===== config.mk =====
export PLATFORM = sky130hd
export DESIGN_NAME = csrop_core
export DESIGN_NICKNAME = d
export VERILOG_FILES = /design/src/core/csrop_pkg.sv /design/src/core/csrop_core.sv
export SDC_FILE = /design/constraint.sdc
export NUM_CORES = 1
export LEC_CHECK = 0
export BUFFER_PORTS_ARGS = -buffer_cell sky130_fd_sc_hd__buf_2
export CAP_MARGIN = 10
export CORE_ASPECT_RATIO = 1.2
export CORE_MARGIN = 4
export CORE_UTILIZATION = 35
export CTS_CLUSTER_DIAMETER = 40
export DETAILED_ROUTE_END_ITERATION = 10
export GPL_TIMING_DRIVEN = 0
export MAX_ROUTING_LAYER = met4
export PLACE_DENSITY = 0.52
export SKIP_LAST_GASP = 1
export SYNTH_ARGS = -nofsm -noshare
export SYNTH_HDL_FRONTEND = slang
export SYNTH_SLANG_ARGS = --single-unit

===== constraint.sdc =====
create_clock -name clock -period 4.7 [get_ports clock]
set_input_delay 0.47 -clock clock [delete_from_list [all_inputs] [get_ports clock]]
set_output_delay 0.47 -clock clock [all_outputs]
set_load 0.01 [all_outputs]

===== src/core/csrop_pkg.sv =====
/*
  Constants and types for the shift, stack, return and logic execution unit
  of an 8-bit core: opcodes, cycle counts, flag positions and reset values.
  Assumes the core delivers each opcode with its second byte already fetched.
*/
`default_nettype none

package csrop_pkg;

  // ==========================================================================
  // Opcodes
  localparam logic [7:0] OP_LSR_A   = 8'h4a;
  localparam logic [7:0] OP_LSR_ZP  = 8'h46;
  localparam logic [7:0] OP_ROL_A   = 8'h2a;
  localparam logic [7:0] OP_ROL_ZP  = 8'h26;
  localparam logic [7:0] OP_ROR_A   = 8'h6a;
  localparam logic [7:0] OP_ROR_ZP  = 8'h66;
  localparam logic [7:0] OP_RRF_ZP  = 8'h82;
  localparam logic [7:0] OP_NOP     = 8'hea;
  localparam logic [7:0] OP_OR_IMM  = 8'h09;
  localparam logic [7:0] OP_OR_ZP   = 8'h05;
  localparam logic [7:0] OP_PUSH_A  = 8'h48;
  localparam logic [7:0] OP_PUSH_PS = 8'h08;
  localparam logic [7:0] OP_PULL_A  = 8'h68;
  localparam logic [7:0] OP_PULL_PS = 8'h28;
  localparam logic [7:0] OP_RET_INT = 8'h40;
  localparam logic [7:0] OP_RET_SUB = 8'h60;
  localparam logic [7:0] OP_MUL_ZPX = 8'h62;  // Default, change to suit the core

  // ==========================================================================
  // Cycle counts per instruction
  localparam logic [4:0] CYC_ACC    = 5'h02;
  localparam logic [4:0] CYC_SH_ZP  = 5'h05;
  localparam logic [4:0] CYC_RRF    = 5'h08;
  localparam logic [4:0] CYC_NOP    = 5'h02;
  localparam logic [4:0] CYC_OR_IMM = 5'h02;
  localparam logic [4:0] CYC_OR_ZP  = 5'h03;
  localparam logic [4:0] CYC_T_XTRA = 5'h03;  // Extra cycles with index mode set
  localparam logic [4:0] CYC_PUSH   = 5'h03;
  localparam logic [4:0] CYC_PULL   = 5'h04;
  localparam logic [4:0] CYC_RET    = 5'h06;
  localparam logic [4:0] CYC_MUL    = 5'h0f;  // Default, change to suit the core

  // ==========================================================================
  // Flag positions in the processor flags byte
  localparam int FLAG_N = 7;
  localparam int FLAG_T = 5;
  localparam int FLAG_Z = 1;
  localparam int FLAG_C = 0;

  // ==========================================================================
  // Pages and reset values
  localparam logic [7:0]  ZERO_PAGE  = 8'h00;
  localparam logic [7:0]  STACK_PAGE = 8'h01;
  localparam logic [7:0]  RST_A      = 8'h00;
  localparam logic [7:0]  RST_X      = 8'h00;
  localparam logic [7:0]  RST_S      = 8'hff;
  localparam logic [7:0]  RST_PS     = 8'h00;
  localparam logic [15:0] RST_PC     = 16'h0000;
  localparam logic [4:0]  RST_CYC    = 5'h00;

  // Architectural registers seen by the rest of the core
  typedef struct packed {
    logic [7:0]  a;
    logic [7:0]  x;
    logic [7:0]  s;
    logic [7:0]  processor_flags_byte;
    logic [15:0] pc;
  } csrop_regs_type;

  // Internal memory bus request
  typedef struct packed {
    logic        re;
    logic        we;
    logic [15:0] addr;
    logic [7:0]  wdata;
  } csrop_mem_type;

endpackage : csrop_pkg

`default_nettype wire


===== src/core/csrop_core.sv =====
/*
  Execution unit for the shift, rotate, multiply, OR, stack and return group.
  Holds accumulator, index X, stack pointer, flags and program counter.
  Assumes: memory read data is valid on mem_rdata one cycle after mem.re,
  writes complete in the cycle mem.we is high, and start comes only while
  busy is low with pc pointing at the opcode.
*/
// Operation
// - Logical right shift moves A or memory right one bit, clears bit 7, old bit 0 to carry.
// - Multiply forms A times the zero-page X byte, pushes the high byte, decrements S, low to A.
// - No-operation only advances the program counter by one, in two cycles.
// - With index mode clear, OR combines A with the operand and writes the result to A.
// - With index mode set, OR writes M(X) OR operand back to M(X), keeping A, updating flags.
// - Push accumulator writes A at the stack pointer, then decrements S, in three cycles.
// - Push flags writes the flags byte at the stack pointer, then decrements S, in three cycles.
// - Pull accumulator increments S, then loads A from the new stack slot, in four cycles.
// - Pull flags increments S, then loads the flags byte from the new slot, in four cycles.
// - Rotate left moves old carry into bit 0 and old bit 7 into carry.
// - Rotate right moves old carry into bit 7 and old bit 0 into carry.
// - Nibble rotate swaps the halves of a zero-page byte, in eight cycles and two bytes.
// - Return from interrupt restores flags, then PC low, then PC high, each after S+1, in six.
// - Return from subroutine restores PC low then high after each S+1, then adds one, in six.
`timescale 1ns/1ns
`default_nettype none

module csrop_core (
  input  wire logic                    clock,
  input  wire logic                    rstn,
  input  wire logic                    start,
  input  wire logic [7:0]              opcode,
  input  wire logic [7:0]              operand,
  input  wire logic                    reg_load,
  input  wire csrop_pkg::csrop_regs_type reg_in,
  input  wire logic [7:0]              mem_rdata,
  output csrop_pkg::csrop_mem_type     mem,
  output csrop_pkg::csrop_regs_type    regs,
  output logic                         busy,
  output logic                         done,
  output logic                         illegal
);

  // ==========================================================================
  // Helpers
  // Total cycles of an instruction, zero when unsupported
  function automatic logic [4:0] op_cycles(input logic [7:0] op, input logic t);
    unique case (op)
      csrop_pkg::OP_LSR_A, csrop_pkg::OP_ROL_A, csrop_pkg::OP_ROR_A: op_cycles = csrop_pkg::CYC_ACC;
      csrop_pkg::OP_LSR_ZP, csrop_pkg::OP_ROL_ZP,
      csrop_pkg::OP_ROR_ZP:  op_cycles = csrop_pkg::CYC_SH_ZP;
      csrop_pkg::OP_RRF_ZP:  op_cycles = csrop_pkg::CYC_RRF;
      csrop_pkg::OP_NOP:     op_cycles = csrop_pkg::CYC_NOP;
      csrop_pkg::OP_OR_IMM:
        op_cycles = t ? 5'(csrop_pkg::CYC_OR_IMM + csrop_pkg::CYC_T_XTRA) : csrop_pkg::CYC_OR_IMM;
      csrop_pkg::OP_OR_ZP:
        op_cycles = t ? 5'(csrop_pkg::CYC_OR_ZP + csrop_pkg::CYC_T_XTRA) : csrop_pkg::CYC_OR_ZP;
      csrop_pkg::OP_PUSH_A, csrop_pkg::OP_PUSH_PS: op_cycles = csrop_pkg::CYC_PUSH;
      csrop_pkg::OP_PULL_A, csrop_pkg::OP_PULL_PS: op_cycles = csrop_pkg::CYC_PULL;
      csrop_pkg::OP_RET_INT, csrop_pkg::OP_RET_SUB: op_cycles = csrop_pkg::CYC_RET;
      csrop_pkg::OP_MUL_ZPX: op_cycles = csrop_pkg::CYC_MUL;
      default:               op_cycles = 5'h00;
    endcase
  endfunction : op_cycles

  // Instruction length in bytes
  function automatic logic [15:0] op_length(input logic [7:0] op);
    unique case (op)
      csrop_pkg::OP_LSR_ZP, csrop_pkg::OP_ROL_ZP, csrop_pkg::OP_ROR_ZP, csrop_pkg::OP_RRF_ZP,
      csrop_pkg::OP_OR_IMM, csrop_pkg::OP_OR_ZP, csrop_pkg::OP_MUL_ZPX: op_length = 16'h0002;
      default: op_length = 16'h0001;
    endcase
  endfunction : op_length

  // Shift or rotate, returns {carry, result}
  function automatic logic [8:0] shift_op(input logic [7:0] op, input logic [7:0] v,
                                          input logic c);
    if (op == csrop_pkg::OP_LSR_A || op == csrop_pkg::OP_LSR_ZP) begin
      shift_op = {v[0], 1'b0, v[7:1]};
    end else if (op == csrop_pkg::OP_ROL_A || op == csrop_pkg::OP_ROL_ZP) begin
      shift_op = {v[7], v[6:0], c};
    end else begin
      shift_op = {v[0], c, v[7:1]};
    end
  endfunction : shift_op

  // Flags with N and Z taken from a result
  function automatic logic [7:0] set_nz(input logic [7:0] f, input logic [7:0] v);
    set_nz = f;
    set_nz[csrop_pkg::FLAG_N] = v[7];
    set_nz[csrop_pkg::FLAG_Z] = (v == 8'h00);
  endfunction : set_nz

  // Flags after a shift or rotate: N and Z from the result, carry from bit 8
  function automatic logic [7:0] set_nzc(input logic [7:0] f, input logic [8:0] r);
    set_nzc                  = set_nz(f, r[7:0]);
    set_nzc[csrop_pkg::FLAG_C] = r[8];
  endfunction : set_nzc

  // ==========================================================================
  // State
  typedef enum logic {ST_IDLE, ST_RUN} csrop_state_type;

  csrop_state_type state;
  logic [4:0]      cyc;
  logic [4:0]      ncyc;
  logic [7:0]      op;
  logic [7:0]      opnd;
  logic [7:0]      tmp;
  logic [7:0]      a;
  logic [7:0]      x;
  logic [7:0]      s;
  logic [7:0]      ps;
  logic [15:0]     pc;
  logic            run;
  logic            last;
  logic            t;
  logic [4:0]      start_cycles;
  logic [8:0]      sh_acc;
  logic [8:0]      sh_mem;
  logic [15:0]     product;
  logic [7:0]      s_up;

  assign run          = (state == ST_RUN);
  assign last         = run && (cyc == 5'(ncyc - 5'h01));
  assign t            = ps[csrop_pkg::FLAG_T];
  assign start_cycles = op_cycles(opcode, t);
  assign sh_acc       = shift_op(op, a, ps[csrop_pkg::FLAG_C]);
  assign sh_mem       = shift_op(op, mem_rdata, ps[csrop_pkg::FLAG_C]);
  assign product      = 16'(a) * 16'(mem_rdata);
  assign s_up         = 8'(s + 8'h01);

  // Outputs
  assign regs    = '{a: a, x: x, s: s, processor_flags_byte: ps, pc: pc};
  assign busy    = run;
  assign done    = last;

  // ==========================================================================
  // Sequencer: accepts an opcode and counts its cycles
  always_ff @(posedge clock) begin
    if (!rstn) begin
      state   <= ST_IDLE;
      cyc     <= csrop_pkg::RST_CYC;
      ncyc    <= csrop_pkg::RST_CYC;
      op      <= csrop_pkg::OP_NOP;
      opnd    <= 8'h00;
      illegal <= 1'b0;
    end else begin
      illegal <= 1'b0;
      if (state == ST_IDLE) begin
        if (start && start_cycles != 5'h00) begin
          state <= ST_RUN;
          cyc   <= 5'h01;
          ncyc  <= start_cycles;
          op    <= opcode;
          opnd  <= operand;
        end else if (start) begin
          illegal <= 1'b1;                        // Unsupported opcode, nothing changes
        end
      end else if (last) begin
        state <= ST_IDLE;
        cyc   <= csrop_pkg::RST_CYC;
      end else begin
        cyc <= 5'(cyc + 5'h01);
      end
    end
  end

  // ==========================================================================
  // Memory requests per instruction step
  always_comb begin
    mem = '{re: 1'b0, we: 1'b0, addr: 16'h0000, wdata: 8'h00};
    if (run) begin
      unique case (op)
        csrop_pkg::OP_OR_IMM: begin
          if (t && cyc == 5'h01) mem = '{1'b1, 1'b0, {csrop_pkg::ZERO_PAGE, x}, 8'h00};
          if (t && cyc == 5'h03) mem = '{1'b0, 1'b1, {csrop_pkg::ZERO_PAGE, x}, tmp};
        end
        csrop_pkg::OP_OR_ZP: begin
          if (cyc == 5'h01) mem = '{1'b1, 1'b0, {csrop_pkg::ZERO_PAGE, opnd}, 8'h00};
          if (t && cyc == 5'h02) mem = '{1'b1, 1'b0, {csrop_pkg::ZERO_PAGE, x}, 8'h00};
          if (t && cyc == 5'h04) mem = '{1'b0, 1'b1, {csrop_pkg::ZERO_PAGE, x}, tmp};
        end
        csrop_pkg::OP_LSR_ZP, csrop_pkg::OP_ROL_ZP, csrop_pkg::OP_ROR_ZP,
        csrop_pkg::OP_RRF_ZP: begin
          if (cyc == 5'h01) mem = '{1'b1, 1'b0, {csrop_pkg::ZERO_PAGE, opnd}, 8'h00};
          if (cyc == 5'h03) mem = '{1'b0, 1'b1, {csrop_pkg::ZERO_PAGE, opnd}, tmp};
        end
        csrop_pkg::OP_MUL_ZPX: begin
          if (cyc == 5'h01)
            mem = '{1'b1, 1'b0, {csrop_pkg::ZERO_PAGE, 8'(opnd + x)}, 8'h00};
          if (cyc == 5'h03) mem = '{1'b0, 1'b1, {csrop_pkg::STACK_PAGE, s}, tmp};
        end
        csrop_pkg::OP_PUSH_A: begin
          if (cyc == 5'h01) mem = '{1'b0, 1'b1, {csrop_pkg::STACK_PAGE, s}, a};
        end
        csrop_pkg::OP_PUSH_PS: begin
          if (cyc == 5'h01) mem = '{1'b0, 1'b1, {csrop_pkg::STACK_PAGE, s}, ps};
        end
        csrop_pkg::OP_PULL_A, csrop_pkg::OP_PULL_PS: begin
          if (cyc == 5'h01) mem = '{1'b1, 1'b0, {csrop_pkg::STACK_PAGE, s_up}, 8'h00};
        end
        csrop_pkg::OP_RET_INT: begin
          if (cyc >= 5'h01 && cyc <= 5'h03)
            mem = '{1'b1, 1'b0, {csrop_pkg::STACK_PAGE, s_up}, 8'h00};
        end
        csrop_pkg::OP_RET_SUB: begin
          if (cyc >= 5'h01 && cyc <= 5'h02)
            mem = '{1'b1, 1'b0, {csrop_pkg::STACK_PAGE, s_up}, 8'h00};
        end
        default: ;
      endcase
    end
  end

  // ==========================================================================
  // Architectural registers and the working byte
  always_ff @(posedge clock) begin
    if (!rstn) begin
      a   <= csrop_pkg::RST_A;
      x   <= csrop_pkg::RST_X;
      s   <= csrop_pkg::RST_S;
      ps  <= csrop_pkg::RST_PS;
      pc  <= csrop_pkg::RST_PC;
      tmp <= 8'h00;
    end else if (!run) begin
      if (reg_load) begin
        a  <= reg_in.a;
        x  <= reg_in.x;
        s  <= reg_in.s;
        ps <= reg_in.processor_flags_byte;
        pc <= reg_in.pc;
      end
    end else begin
      unique case (op)
        csrop_pkg::OP_LSR_A, csrop_pkg::OP_ROL_A, csrop_pkg::OP_ROR_A: begin
          if (cyc == 5'h01) begin
            a  <= sh_acc[7:0];
            ps <= set_nzc(ps, sh_acc);
          end
        end
        csrop_pkg::OP_LSR_ZP, csrop_pkg::OP_ROL_ZP, csrop_pkg::OP_ROR_ZP: begin
          if (cyc == 5'h02) begin
            tmp <= sh_mem[7:0];
            ps  <= set_nzc(ps, sh_mem);
          end
        end
        csrop_pkg::OP_RRF_ZP: begin
          if (cyc == 5'h02) tmp <= {mem_rdata[3:0], mem_rdata[7:4]};
        end
        csrop_pkg::OP_OR_IMM: begin
          if (!t && cyc == 5'h01) begin
            a  <= a | opnd;
            ps <= set_nz(ps, a | opnd);
          end
          if (t && cyc == 5'h02) begin
            tmp <= mem_rdata | opnd;
            ps  <= set_nz(ps, mem_rdata | opnd);
          end
        end
        csrop_pkg::OP_OR_ZP: begin
          if (!t && cyc == 5'h02) begin
            a  <= a | mem_rdata;
            ps <= set_nz(ps, a | mem_rdata);
          end
          if (t && cyc == 5'h02) tmp <= mem_rdata;
          if (t && cyc == 5'h03) begin
            tmp <= tmp | mem_rdata;
            ps  <= set_nz(ps, tmp | mem_rdata);
          end
        end
        csrop_pkg::OP_MUL_ZPX: begin
          if (cyc == 5'h02) begin
            tmp <= product[15:8];
            a   <= product[7:0];
          end
          if (cyc == 5'h04) s <= 8'(s - 8'h01);
        end
        csrop_pkg::OP_PUSH_A, csrop_pkg::OP_PUSH_PS: begin
          if (cyc == 5'h02) s <= 8'(s - 8'h01);
        end
        csrop_pkg::OP_PULL_A: begin
          if (cyc == 5'h01) s <= s_up;
          if (cyc == 5'h02) begin
            a  <= mem_rdata;
            ps <= set_nz(ps, mem_rdata);
          end
        end
        csrop_pkg::OP_PULL_PS: begin
          if (cyc == 5'h01) s <= s_up;
          if (cyc == 5'h02) ps <= mem_rdata;
        end
        csrop_pkg::OP_RET_INT: begin
          if (cyc >= 5'h01 && cyc <= 5'h03) s <= s_up;
          if (cyc == 5'h02) ps <= mem_rdata;
          if (cyc == 5'h03) pc[7:0] <= mem_rdata;
          if (cyc == 5'h04) pc[15:8] <= mem_rdata;
        end
        csrop_pkg::OP_RET_SUB: begin
          if (cyc >= 5'h01 && cyc <= 5'h02) s <= s_up;
          if (cyc == 5'h02) pc[7:0] <= mem_rdata;
          if (cyc == 5'h03) pc[15:8] <= mem_rdata;
          if (cyc == 5'h04) pc <= 16'(pc + 16'h0001);
        end
        default: ;
      endcase
      // Step past the instruction on its last cycle
      if (last && op != csrop_pkg::OP_RET_INT && op != csrop_pkg::OP_RET_SUB) begin
        pc <= 16'(pc + op_length(op));
      end
    end
  end

endmodule : csrop_core

`default_nettype wire


==> flow_summary.toml <==
[clock_tree]
cts_setup_buffers = 0
cts_sinks = 83
cts_max_level = 3
clk_latency_ns = 0.36
clk_pin_slew_ns = 0.06
ctsLongestPathBuffers = 2
cts_tree = "built"
cts_buffers = 9
root_buffer = "clkbuf_16"

[routing]
vias = 11000
drc = 0
viasPerCell = 6.03
drt-wirelength-per-cell_um = 23.1
drt_iter0_markers = 1077
first_pass_iters = 6
wl_um = 42100
ant_nets = 0

[worst_setup_path]
critical_path.max_stage_delay_ns = 0.56
crit_fanout = 10
path_class = "in2reg"
startpoint_type = "input pin"
worst_path_most_repeated_cell = "fa_1"
crit_arrival_ns = 4.77
crit_slowest_cell = "fa_1"
crit_chain = "buf_2 > clkbuf_8 > and2_1 > fa_1 > fa_1 > fa_1 > inv_1 > fa_1 > inv_1 > ha_1 > o21a_1 > a2111o_1 > a31oi_4 > o2111a_1 > o21ai_1 > a31oi_1"
cp-end-kind = "flip-flop"
reg2reg_depth = 17
cp_data_required_time_ns = 4.98

[die]
io_pins = 153
chipHeight_um = 190
die_area_um2 = 30400
die_w_um = 160
start_util_pct = 35.6
core_um2 = 27200
row_count = 66

[place]
dp_slack_ns = -1.15
io_buffers = 139
dp_hpwl_um = 32500
gp_congestion = 0.968

[sta]
fin_crit_sh_pct = 95.3
rsz0062_at_grt = "no"
slew_headroom_pct = 16.8
hold_violations = 0
skew_ns = 0.0110
period_needed_ns = 4.48
tightest_slew_ns = 1.24
fin_ws_ns = 0.219
finalSetupViolations = 0
slew_violations = 0
fmax_ghz = 0.223

[logic_synthesis]
ys_top_cells_by_area = "dfxtp_1, fa_1, ha_1"
synth-seq-area-share_pct = 17.2
ys_ff_latch = 83
synthesis.area_um2 = 9680
synth_ff_type = "dfxtp_1"
avgSynthCellArea_um2 = 7.33
synth_edf_count = 0
yosysUniqueCellTypes = 91
synth_top_cell_area_share_pct = 17.2
yosysWarnings = 0
synth_area_leader_cell = "dfxtp_1"
synth_cells = 1321
synthArstFlopShare_pct = 0

[power_and_ir_drop]
p_int_w = 0.00156
power.share.switching_pct = 38.0
peakVddDrop_v = 0.000177
power_density_nw_per_um2 = 224
seqPwrFrac_pct = 32.1
comb_power_share_pct = 38.3
p_leak_nw = 4.77
power_switching_w = 0.000957
clkPwrFrac_pct = 29.7

[grt]
grt_start_max_net_pins = 20
busiest_layer = "met2"
grt_pass1_wl_um = 63100
grt_pass1_vias = 10800
overflow = 0
track_usage_pct = 27.4
antenna_found_initial = 0
grt_util_met1_pct = 31.7
met2_usage_pct = 47.9
met3_usage_pct = 3.32

[flow_run]
max-cap-violations = 0

[min_path]
holdPathStages = 3
hp-class = "in2reg"

[cells_and_area]
fin_util_pct = 41.5
drive_above_1_share_pct = 16.5
nets = 1641
area_growth_pct = 16.5
fillCellCount = 2922

[status]
status = "finished clean"
power by group through the flow:
stage	sequential, W	combinational (W)	clock (W)
6_report	0.000808	0.000964	0.000748
5_1_grt	0.000813	0.00107	0.000791
4_1_cts	0.000803	0.000938	0.000759
3_5_place_dp	0.000817	0.000916	0
3_3_place_gp	0.000818	0.000906	0
2_1_floorplan	0.000812	0.000606	0
cell usage after synthesis, drive strengths merged (5+ instances only):
| cell type | count |
|---|---|
| or3 | 8 |
| a21o | 9 |
| nand2 | 157 |
| a221oi | 10 |
| a222oi | 15 |
| inv | 75 |
| buf | 35 |
| xnor2 | 23 |
| a21oi | 88 |
| nor2b | 11 |
| nor2 | 104 |
| o2111ai | 5 |
| ha | 53 |
| o31ai | 6 |
| mux2 | 8 |
| nor3 | 23 |
| or4b | 5 |
| and2 | 56 |
| nor4 | 16 |
| a21boi | 6 |
| a22oi | 5 |
| nand3 | 53 |
| mux2i | 17 |
| a211oi | 17 |
| nand4 | 9 |
| clkbuf | 74 |
| a32oi | 11 |
| fa | 38 |
| a311oi | 12 |
| dfxtp | 83 |
| o22ai | 20 |
| a31oi | 29 |
| o211ai | 20 |
| nand2b | 9 |
| xor2 | 21 |
| nor4b | 5 |
| and3 | 19 |
| o21ai | 90 |
final cells by class:
type / count / area, µm² / area share, %
clock buffer: 13 / 260 / 2.31
inverter: 76 / 285 / 2.53
clock inverter: 2 / 35.0 / 0.311
sequential: 83 / 1680 / 14.9
multi-input combinational: 1059 / 7330 / 65.0
antenna: 1 / 2.50 / 0.0222
timing repair buffer: 141 / 711 / 6.30
buffer: 104 / 547 / 4.85
tap: 340 / 425 / 3.77
cell usage in the layout (no fill, tap or decap), drive strengths merged, types with 29 or more instances in the layout:
master | netlist | routed
inv | 75 | 75
clkbuf | 74 | 80
buf | 35 | 178
nor2 | 104 | 104
fa | 38 | 38
and2 | 56 | 56
nand2 | 157 | 157
o21ai | 90 | 90
dfxtp | 83 | 83
a31oi | 29 | 29
ha | 53 | 53
nand3 | 53 | 53
a21oi | 88 | 88
worst max-delay path: cells and delay by family:
family / cells / cell delay [ns]
AND/OR/NAND/NOR: 1 / 0.19
adder cells (fa/ha/maj): 5 / 2.30
AO/OA/AOI/OAI: 6 / 1.26
buffers and inverters: 4 / 0.51
kinds of logic (layout without fill, tap and decap cells):
group           after synthesis  in the layout  share of synthesized area [%]
simple gates                496            496                           25.7
compound gates              396            396                           27.7
buf+inv                     185            336                           7.95
fa+ha+maj                    91             91                           14.7
flops                        83             83                           17.2
xor+xnor                     44             44                           3.98
other cells                   1              8                         0.0387
mux                          25             25                           2.69
per-layer routing:
| metal | part of all wire, % | wire (µm) | vias up |
|---|---|---|---|
| li1 | - | - | 5113 |
| met1 | 39 | 16500 | 5300 |
| met2 | 50 | 21000 | 443 |
| met3 | 6.3 | 2640 | 117 |
| met4 | 4.6 | 1930 | 0 |
| met5 | 0 | 0 | - |
final timing paths:
check | slack, ns | endpoint | from
max | 0.22 | tmp[7] | mem_rdata[5]
max reg2reg | 0.22 | tmp[7] | a[5]
min | 0.35 | illegal | start
min reg2reg | 0.51 | tmp[0] | tmp[0]
repair_timing:
| action | in CTS | in global routing |
|---|---|---|
| endpoints found under the setup margin | 9 | 6 |
| gates resized for setup | 39 | 20 |
| hold buffers | 0 | 0 |
| pin swaps | 0 | 8 |
metrics by stage:
step | hold WS [ns] | instance area (µm²) | std cells | total power, W | setup TNS (ns)
2_1_floorplan | 0.465 | 9700 | 1327 | 0.00142 | 0
3_3_place_gp | 0.494 | 10800 | 1806 | 0.00172 | -7.39
3_5_place_dp | 0.489 | 10800 | 1807 | 0.00173 | -8.13
4_1_cts | 0.341 | 11200 | 1818 | 0.00250 | 0
5_1_grt | 0.363 | 11300 | 1818 | 0.00268 | 0
6_report | 0.346 | 11300 | 1819 | 0.00252 | 0
state kept, by name, summed over array words and instances, names as in the netlist:
register / cells
cyc: 5
ncyc: 4
opnd: 8
ps: 8
a: 8
s: 8
tmp: 8
illegal: 1
op: 8
busy: 1
x: 8
pc: 16
Note: power is estimated with default switching activity, not from simulation.
